`config.mk`:
```
export PLATFORM = sky130hd
export DESIGN_NAME = int_sequencer
export DESIGN_NICKNAME = d
export VERILOG_FILES = /design/src/inc/int_seq_pkg.sv /design/src/hdl/int_sequencer.sv /design/src/hdl/pin_event_latch.sv
export VERILOG_INCLUDE_DIRS = /design/src /design/src/inc
export SDC_FILE = /design/constraint.sdc
export NUM_CORES = 1
export LEC_CHECK = 0
export ABC_AREA = 1
export ABC_CLOCK_PERIOD_IN_PS = 2400
export BUFFER_PORTS_ARGS = -buffer_cell sky130_fd_sc_hd__buf_2
export CORE_MARGIN = 1.5
export CORE_UTILIZATION = 50
export DETAILED_ROUTE_END_ITERATION = 6
export PLACE_DENSITY = 0.73
export REMOVE_ABC_BUFFERS = 1
export SLEW_MARGIN = 20
export SYNTH_ARGS = -nofsm -noshare
export SYNTH_HDL_FRONTEND = slang
export SYNTH_SLANG_ARGS = --single-unit
```
`constraint.sdc`:
```
create_clock -name clock -period 2.4 [get_ports clock]
set_input_delay 0.48 -clock clock [delete_from_list [all_inputs] [get_ports clock]]
set_output_delay 0.48 -clock clock [all_outputs]
set_load 0.05 [all_outputs]
```
`src/inc/int_seq_regs.svh`:
```
`ifndef INT_SEQ_REGS_SVH
`define INT_SEQ_REGS_SVH
// Function
// Finish instruction, stack, set mask, then check
// Requests wait for instruction end; reset aborts
// Service needs mask clear and local enable
// Highest vector address wins after stacking
// Handler address is two vector bytes
// Reset fetches start address from top pair
// Every reset sets the global mask bit
// Software trap ignores mask, uses next pair
// Trap follows older requests, precedes newer
// Fixed source order, port C lowest
// Entry overhead at most ten cycles
// Return pops state and resumes execution
// Mask bit blocks all hardware requests
// Pin edge latched while its enable off
// Push PCL, PCH, X, A, CONDITION_CODE_REGISTER; pop reversed

// *****************************************************
// Vector table
// *****************************************************
`define ISEQ_VEC_RST 16'h3FFE
`define ISEQ_VEC_SWI 16'h3FFC
`define ISEQ_VEC_PIN 16'h3FFA
`define ISEQ_VEC_STEP 16'h0002
`define ISEQ_VEC_NEXT 16'h0001

// *****************************************************
// Condition codes and stack frame
// *****************************************************
`define ISEQ_CCR_I 3
`define ISEQ_FRAME_PCL 3'h0
`define ISEQ_FRAME_PCH 3'h1
`define ISEQ_FRAME_X 3'h2
`define ISEQ_FRAME_A 3'h3
`define ISEQ_FRAME_LAST 3'h4
`define ISEQ_CNT_ONE 3'h1
`define ISEQ_SRC_COUNT 6
`endif

```
`src/inc/int_seq_pkg.sv`:
```
// *****************************************************
// Types shared by the sequencer files
// *****************************************************
package int_seq_pkg;
   // CPU register image that is stacked and restored
   typedef struct packed {
      logic [15:0] pc;
      logic [7:0] acc;
      logic [7:0] idx;
      logic [7:0] condition_code_register;
   } cpu_regs_t;

   // Sequencer states, Gray coded along the entry path
   typedef enum logic [3:0] {
      ST_IDLE = 4'h0,
      ST_PUSH = 4'h1,
      ST_SEI = 4'h3,
      ST_CHECK = 4'h2,
      ST_VHI = 4'h6,
      ST_VLO = 4'h7,
      ST_LOAD = 4'h5,
      ST_POP = 4'h4,
      ST_RESUME = 4'hC,
      ST_RSTV = 4'hD
   } seq_state_t;
endpackage : int_seq_pkg

```
`src/hdl/int_sequencer.sv`:
```
`include "int_seq_regs.svh"
// *****************************************************
// Interrupt entry, vector fetch and return sequencer
// *****************************************************
module int_sequencer
   import int_seq_pkg::*;
#(
   parameter int SRC_N = `ISEQ_SRC_COUNT
)
(
   input wire logic clock,
   input wire logic arst_n,
   input wire logic rst_req, // Internal reset source, same clock
   input wire logic insn_done, // Instruction boundary pulse
   input wire logic insn_swi, // Finished instruction was the trap
   input wire logic swi_fetch, // Trap opcode fetched
   input wire logic rti_req, // Return instruction decoded
   input wire logic mask_set,
   input wire logic mask_clr,
   input wire cpu_regs_t cpu_state, // Live registers, pc = return
   input wire logic irq_pin_n, // External pin, asynchronous
   input wire logic [SRC_N-1:1] hw_req, // Peripheral flags
   input wire logic [SRC_N-1:0] src_enable, // Bit 0 is the pin
   input wire logic [7:0] stk_rdata, // Valid cycle after a pop
   input wire logic [7:0] mem_rdata, // Valid cycle after a read
   output logic stk_push_r,
   output logic stk_pop_r,
   output logic [7:0] stk_wdata_r,
   output logic vec_re_r,
   output logic [15:0] vec_addr_r,
   output logic pc_load_r,
   output logic [15:0] pc_value_r,
   output logic restore_r,
   output cpu_regs_t restore_val_r,
   output logic mask_r,
   output logic [SRC_N-1:0] src_ack_r,
   output logic busy_r
);
   // *****************************************************
   // Declarations
   // *****************************************************
   seq_state_t state_r, state_nxt;
   logic [2:0] cnt_r, cnt_nxt; // Frame byte counter
   cpu_regs_t saved_r; // Frame captured at the boundary
   cpu_regs_t frame; // Frame source for the next push
   logic [SRC_N-1:0] raw, live; // Requests, with local enables
   logic [SRC_N-1:0] snap_r; // Requests older than the trap
   logic [SRC_N-1:0] scope_r; // Requests eligible at the check
   logic [SRC_N-1:0] take_req_r; // Requests at the boundary
   logic [SRC_N-1:0] cand, pick_set;
   logic [SRC_N-1:0] ack_nxt;
   logic swi_r; // Current entry came from the trap
   logic pin_req;
   logic hw_take, swi_take, entry;
   logic [15:0] vbase_r, vbase_nxt, vbase_sel;
   logic [7:0] vhi_r; // Fetched high vector byte
   logic [31:0] pop_sh_r; // CONDITION_CODE_REGISTER, A, X, PCH as they come back
   logic pop_d_r; // Pop data arrives this cycle
   logic [7:0] push_byte;
   logic mask_nxt;
   logic [$clog2(SRC_N)-1:0] sel_idx;

   // Highest vector address is the lowest index
   function automatic logic [$clog2(SRC_N)-1:0] pick(
      input logic [SRC_N-1:0] req);
      logic [$clog2(SRC_N)-1:0] w;
      w = '0;
      for (int i = SRC_N - 1; i >= 0; i--)
         if (req[i])
            w = i[$clog2(SRC_N)-1:0];
      return w;
   endfunction : pick

   // *****************************************************
   // Request gating
   // *****************************************************
   pin_event_latch u_pin (
      .clock(clock),
      .arst_n(arst_n),
      .pin_n(irq_pin_n),
      .pin_event_allow(src_enable[0]),
      .clear(src_ack_r[0]),
      .req(pin_req)
   );

   assign raw = {hw_req, pin_req};

   // Each source passes only with its own enable
   genvar g;
   generate
      for (g = 0; g < SRC_N; g++)
      begin : gate_g
         assign live[g] = raw[g] && src_enable[g];
      end
   endgenerate

   // Hardware entry needs the mask clear; the trap ignores it
   assign hw_take = insn_done && !insn_swi && !mask_r
      && (|live);
   assign swi_take = insn_done && insn_swi;
   assign entry = (state_r == ST_IDLE) && !rst_req
      && (hw_take || swi_take);

   // Candidates are judged after stacking; trap keeps older only
   assign cand = live & scope_r;
   assign pick_set = (|cand) ? cand : (swi_r ? '0 : take_req_r);
   assign sel_idx = pick(pick_set);
   assign vbase_sel = (|pick_set)
      ? `ISEQ_VEC_PIN - `ISEQ_VEC_STEP * 16'(sel_idx)
      : `ISEQ_VEC_SWI;
   assign vbase_nxt = (state_r == ST_CHECK) ? vbase_sel
      : (state_r == ST_RSTV) ? `ISEQ_VEC_RST : vbase_r;
   assign ack_nxt = ((state_r == ST_CHECK) && (|pick_set))
      ? (SRC_N'(1) << sel_idx) : '0;

   // *****************************************************
   // Stack frame selection
   // *****************************************************
   // The boundary cycle pushes before saved_r is loaded
   assign frame = (state_r == ST_IDLE) ? cpu_state : saved_r;
   assign push_byte = (cnt_nxt == `ISEQ_FRAME_PCL) ? frame.pc[7:0]
      : (cnt_nxt == `ISEQ_FRAME_PCH) ? frame.pc[15:8]
      : (cnt_nxt == `ISEQ_FRAME_X) ? frame.idx
      : (cnt_nxt == `ISEQ_FRAME_A) ? frame.acc
      : {frame.condition_code_register[7:`ISEQ_CCR_I+1], mask_r,
         frame.condition_code_register[`ISEQ_CCR_I-1:0]};

   assign cnt_nxt = ((state_nxt == ST_PUSH) || (state_nxt == ST_POP))
      && (state_r == state_nxt) ? cnt_r + `ISEQ_CNT_ONE : '0;

   // Reset outranks everything, even mid-sequence
   assign mask_nxt = rst_req ? 1'b1
      : (state_r == ST_SEI) ? 1'b1
      : (state_r == ST_RESUME) ? pop_sh_r[24+`ISEQ_CCR_I]
      : mask_set ? 1'b1 : mask_clr ? 1'b0 : mask_r;

   // *****************************************************
   // State machine
   // *****************************************************
   // Next state; stacking takes five cycles, each other entry step one
   always_comb
   begin
      state_nxt = state_r;
      case (state_r)
         ST_IDLE:
            if (entry)
               state_nxt = ST_PUSH;
            else if (rti_req)
               state_nxt = ST_POP;
         ST_PUSH:
            if (cnt_r == `ISEQ_FRAME_LAST)
               state_nxt = ST_SEI;
         ST_SEI:
            state_nxt = ST_CHECK;
         ST_CHECK:
            state_nxt = ST_VHI;
         ST_RSTV:
            state_nxt = ST_VHI;
         ST_VHI:
            state_nxt = ST_VLO;
         ST_VLO:
            state_nxt = ST_LOAD;
         ST_LOAD:
            state_nxt = ST_IDLE;
         ST_POP:
            if (cnt_r == `ISEQ_FRAME_LAST)
               state_nxt = ST_RESUME;
         ST_RESUME:
            state_nxt = ST_IDLE;
         default:
            state_nxt = ST_IDLE;
      endcase
      if (rst_req)
         state_nxt = ST_RSTV;
   end

   // State and counters; power-up starts with the reset vector
   always_ff @(posedge clock or negedge arst_n)
   begin
      if (!arst_n)
      begin
         state_r <= ST_RSTV;
         cnt_r <= '0;
         mask_r <= 1'b1;
         busy_r <= 1'b1;
      end
      else
      begin
         state_r <= state_nxt;
         cnt_r <= cnt_nxt;
         mask_r <= mask_nxt;
         busy_r <= (state_nxt != ST_IDLE);
      end
   end

   // Entry context captured at the boundary and the trap fetch
   always_ff @(posedge clock or negedge arst_n)
   begin
      if (!arst_n)
      begin
         saved_r <= '0;
         swi_r <= 1'b0;
         scope_r <= '0;
         take_req_r <= '0;
         snap_r <= '0;
      end
      else
      begin
         if (swi_fetch)
            snap_r <= live;
         if (entry)
         begin
            saved_r <= cpu_state;
            swi_r <= swi_take;
            take_req_r <= live;
            scope_r <= swi_take ? (mask_r ? '0 : snap_r) : '1;
         end
      end
   end

   // *****************************************************
   // Stack and vector ports
   // *****************************************************
   // Strobes track the next state so they line up with it
   always_ff @(posedge clock or negedge arst_n)
   begin
      if (!arst_n)
      begin
         stk_push_r <= 1'b0;
         stk_pop_r <= 1'b0;
         stk_wdata_r <= '0;
         vec_re_r <= 1'b0;
         vec_addr_r <= '0;
         vbase_r <= '0;
         src_ack_r <= '0;
      end
      else
      begin
         stk_push_r <= (state_nxt == ST_PUSH);
         stk_pop_r <= (state_nxt == ST_POP);
         stk_wdata_r <= push_byte;
         vec_re_r <= (state_nxt == ST_VHI) || (state_nxt == ST_VLO);
         vec_addr_r <= (state_nxt == ST_VLO)
            ? vbase_r + `ISEQ_VEC_NEXT : vbase_nxt;
         vbase_r <= vbase_nxt;
         src_ack_r <= ack_nxt;
      end
   end

   // Vector bytes and popped bytes come back a cycle later
   always_ff @(posedge clock or negedge arst_n)
   begin
      if (!arst_n)
      begin
         vhi_r <= '0;
         pc_load_r <= 1'b0;
         pc_value_r <= '0;
         pop_d_r <= 1'b0;
         pop_sh_r <= '0;
         restore_r <= 1'b0;
         restore_val_r <= '0;
      end
      else
      begin
         if (state_r == ST_VLO)
            vhi_r <= mem_rdata;
         pc_load_r <= (state_r == ST_LOAD) && !rst_req;
         if (state_r == ST_LOAD)
            pc_value_r <= {vhi_r, mem_rdata};
         pop_d_r <= stk_pop_r;
         if (pop_d_r)
            pop_sh_r <= {pop_sh_r[23:0], stk_rdata};
         restore_r <= (state_r == ST_RESUME) && !rst_req;
         if (state_r == ST_RESUME)
            restore_val_r <= {pop_sh_r[7:0], stk_rdata,
               pop_sh_r[23:16], pop_sh_r[15:8], pop_sh_r[31:24]};
      end
   end

   // Reset seen since the last entry; excuses a missing load pulse
   logic rst_hit_r;

   // Helper flag, cleared by each entry, set by an internal reset
   always_ff @(posedge clock or negedge arst_n)
   begin
      if (!arst_n)
         rst_hit_r <= 1'b0;
      else if (entry)
         rst_hit_r <= 1'b0;
      else if (rst_req)
         rst_hit_r <= 1'b1;
   end
endmodule : int_sequencer

```
`src/hdl/pin_event_latch.sv`:
```
`include "int_seq_regs.svh"
// *****************************************************
// External pin synchroniser and falling-edge latch
// *****************************************************
module pin_event_latch
   import int_seq_pkg::*;
(
   input wire logic clock,
   input wire logic arst_n,
   input wire logic pin_n,
   input wire logic pin_event_allow,
   input wire logic clear,
   output logic req
);
   logic s1_r; // First stage, read only by s2_r
   logic s2_r;
   logic s3_r;
   logic lvl_r; // Agreed pin level
   logic edge_r; // Latched falling edge
   logic fall; // Agreed level goes high to low
   logic agree; // Second and third stage match

   assign agree = (s2_r == s3_r);
   assign fall = agree && !s2_r && lvl_r;

   // Three-stage synchroniser, pin idles high
   always_ff @(posedge clock or negedge arst_n)
   begin
      if (!arst_n)
      begin
         s1_r <= 1'b1;
         s2_r <= 1'b1;
         s3_r <= 1'b1;
         lvl_r <= 1'b1;
      end
      else
      begin
         s1_r <= pin_n;
         s2_r <= s1_r;
         s3_r <= s2_r;
         if (agree)
            lvl_r <= s2_r;
      end
   end

   // Edge kept even while disabled; a new edge beats the clear
   always_ff @(posedge clock or negedge arst_n)
   begin
      if (!arst_n)
         edge_r <= 1'b0;
      else if (fall)
         edge_r <= 1'b1;
      else if (clear)
         edge_r <= 1'b0;
   end

   // Low level is a live request, never latched
   assign req = pin_event_allow && (edge_r || !lvl_r);
endmodule : pin_event_latch

```
==> metrics <==
Netlist Area Pre-Place=approximately 9500 um^2; Async SR Flop Fraction=100.0%; Crit Path Max Fanout=6; layout cells sized above 1=26.72%; combinational group share of total power=between 30% and 40%; Initial DRT Pass Iterations=6; Synth Flop Type=dfrtp_1; die area=around 20000 um^2; Sw Ratio=between 30% and 40%; part of the power in registers=39.7%; R2R Setup Slk=-50 ps; Root Buffer=clkbuf_16; hpwl dp=about 14 mm; most instantiated cells after synthesis=308 x nand2_1, 211 x dfrtp_1, 176 x o21ai_0; Hold Crit Class=input port to flip-flop; Die Span Y=approximately 140 um; Die Wd=between 100 and 150 um; period utilization=102.2%; DRC Markers=0; FP Rows=50; fin util=between 60% and 70%; detailed-route wire length per cell=13.55 um; total power=between 10000 and 15000 uW; Setup crit end kind=flip-flop; clock slew at reported path FFs=approximately 60 ps; power per standard cell area=roughly 1100 nW/um^2; #FFs+latches synth=220; RSZ-0062 raised after global routing=true; Worst Setup EP=stk_wdata_r[7]$_DFF_PN0_; Placement Setup Slack=-136.6 ps; deepest clock path buffer count=3; Num CTS Buffers=24; slack of the critical path=-53.07 ps; FMAX=about 400 MHz; failing checks=negative setup slack; clock network fraction of total power=roughly 29%; Crit. Startpoint=state_r[3]$_DFF_PN1_; final setup vio count=4; largest area contributor in the netlist=dfrtp_1; 1st-iter DRT viols=roughly 390; Clock Latency Late Sink=510 ps; unique cell type count in the Yosys netlist=37; starting density of the core=between 50% and 60%; Reg-to-Reg End=stk_wdata_r[7]$_DFF_PN0_; gpl congestion=a little under 0.9; largest net degree at the start of global routing=79; area of the core=~19000 um^2; top cell type's share of synthesized area=between 50% and 60%; Worst Hold Depth=1; status=finished with violations; Routed Wire Length=approximately 21 mm; GRT overflow=0; most common cell in the synthesized netlist=nand2_1; Critical Path RT=2790 ps; antenna-violating nets left=0; Int Pwr=8255 uW; reg-to-reg startpoint=state_r[3]$_DFF_PN1_; worst hold slack=approximately 81 ps; TritonCTS Sinks=220; Ys Warns=0; routed vias=about 8000; PortBufs=approximately 170; fin area=around 12000 um^2; vias in the first global route=7649; skew final=around 17 ps; Slew Limit Fails=0; cell count after synthesis=approximately 1100; max-cap check violation count=0; area growth from synthesis to layout=27.19%; Slew HR=between 50 and 60%; P_sw=4840 uW; EDFF count, synth=0; vias per cell=around 5.0; CTS tree=done; Crit path arrival time=approximately 2800 ps; dpl cell area=approximately 11000 um^2; Tmin final=between 2000 and 2500 ps; register area share after synthesis=between 50% and 60%; initial antenna violation count=4; Lkg Pwr=0.006115 uW; Peak supply drop=a little under 0.6 mV; CP Launch Type=flip-flop; Avg Cell Area, Syn=around 8.7 um^2; cells on worst reg2reg path=18; IO Pins=between 150 and 200; Setup CP Type=flip-flop to flip-flop; Worst Tran Pin Value=approximately 690 ps; # nets final=1389; gr usage total=around 22%; Final Hold Viols=0; first-pass GRT wire length=35.44 mm; H-tree depth=1; Synth area leaders=dfrtp_1 56%, nand2_1 12%, o21ai_0 9.3%
-- repair_timing --
item	4_1_cts	5_1_grt
pin swaps	10	21
resized for setup	27	42
hold buffers	1	0
endpoints found under the setup margin	8	52
setup buffers	7	6
gates cloned	1	0
endpoints found under the hold margin	45	0
-- logic make-up (layout without fill, tap and decap cells) --
group                      Yosys count  in the layout  share of synthesized area, %
muxes                               10             10                         1.163
xor gates and xnor gates             5              5                        0.4623
adders and majority gates            5              5                        0.6605
buffers and inverters              188            423                         7.741
AOI/OAI and AO/OA                  226            226                         12.73
other                                0              2                             0
and+or+nand+nor                    436            436                         19.00
DFF                                220            220                         58.24
-- worst min-delay path by stage --
stage                    startpoint                   end  slack (ps)
2_1_floorplan                arst_n    cnt_r[0]$_DFF_PN0_         180
3_3_place_gp    stk_pop_r$_DFF_PN0_     pop_d_r$_DFF_PN0_         350
3_5_place_dp   u_pin.s1_r$_DFF_PN1_  u_pin.s2_r$_DFF_PN1_         350
4_1_cts                   irq_pin_n  u_pin.s1_r$_DFF_PN1_          60
5_1_grt                   irq_pin_n  u_pin.s1_r$_DFF_PN1_          70
6_report                  irq_pin_n  u_pin.s1_r$_DFF_PN1_          80
-- critical path, stage by stage, from the launching register on --
cell and delay, ps:
dfstp_2 580, inv_1 80, nand2_4 100, nor2_4 40, nor2_4 110, nand2_2 80
nor2_4 140, buf_6 120, nand3_1 90, nand3_2 90, nor2_4 50, nand2_4 90
nor2_4 60, buf_6 120, nor3_4 230, buf_6 170, nor2_1 40, nand2_1 70
nand2_1 60
-- registers in the layout, indices dropped and copies added, names as in the netlist, 8 cells and up --
signal / cells
pc_value_r: 16
saved_r: 39
pop_sh_r: 32
vhi_r: 8
restore_val_r: 40
vec_addr_r: 16
stk_wdata_r: 8
vbase_r: 16
-- power groups by stage --
stage / combinational (uW) / sequential, uW / clock, uW
final: 4090 / 5200 / 3810
after global routing: 4480 / 5330 / 4030
after floorplan: 1290 / 6790 / 0
after CTS: 4060 / 5200 / 3900
after detailed placement: 3980 / 5260 / 0
after global placement: 3900 / 5220 / 0
-- layout by cell type, fill, tap and decap left out, types with 3 or more instances in the layout --
master     Yosys  layout
a21oi_1       19      16
a21oi_2        0       3
a31oi_1        6       6
buf_12         0       3
buf_2          1     167
buf_4          3      57
buf_6          2       7
bufinv_16      0       3
clkbuf_1      39       8
clkbuf_16      0      24
clkbuf_8       0       7
dfrtp_1      211     211
dfstp_2        9       9
ha_1           5       5
inv_1        137     132
inv_2          5       8
mux2_2         8       8
nand2_1      308     293
nand2_2        1      13
nand2_4        1       4
nand3_1       31      26
nand3_2        3       6
nand4_1        7       7
nor2_1        63      49
nor2_2         6      12
nor2_4         4      12
nor3_1         7       6
o2111ai_1      7       7
o211ai_1      13      13
o21ai_0      176     174
o21ai_1        1       3
xor2_1         4       4
-- area by class of cell --
class | instances | area (um^2)
diodes | 2 | 5.005
clock buffers | 39 | 726.9
clock inverters | 5 | 111.4
fillers | 1583 | 6596
inverters | 143 | 541.8
multi-input cells | 682 | 3425
flip-flops and latches | 220 | 5517
well taps | 234 | 292.8
repair buffers | 236 | 1428
-- through the flow --
stage               std cells  TNS (ps)
floorplan                1045    -34320
global placement         1500    -502.0
detailed placement       1500    -881.0
CTS                      1553         0
global route             1561     -1194
finish                   1561    -140.0
-- per-layer routing --
| layer | global-route usage, % | part of all wire, % | vias to the layer above |
|---|---|---|---|
| met5 | 0 | 0.057 | - |
| met2 | 37.78 | 50 | 193 |
| met1 | 28.05 | 43 | 3649 |
| li1 | - | - | 3917 |
| met3 | 3.601 | 4.8 | 41 |
| met4 | 7.127 | 2.5 | 2 |
(Power assumes the default switching activity.)
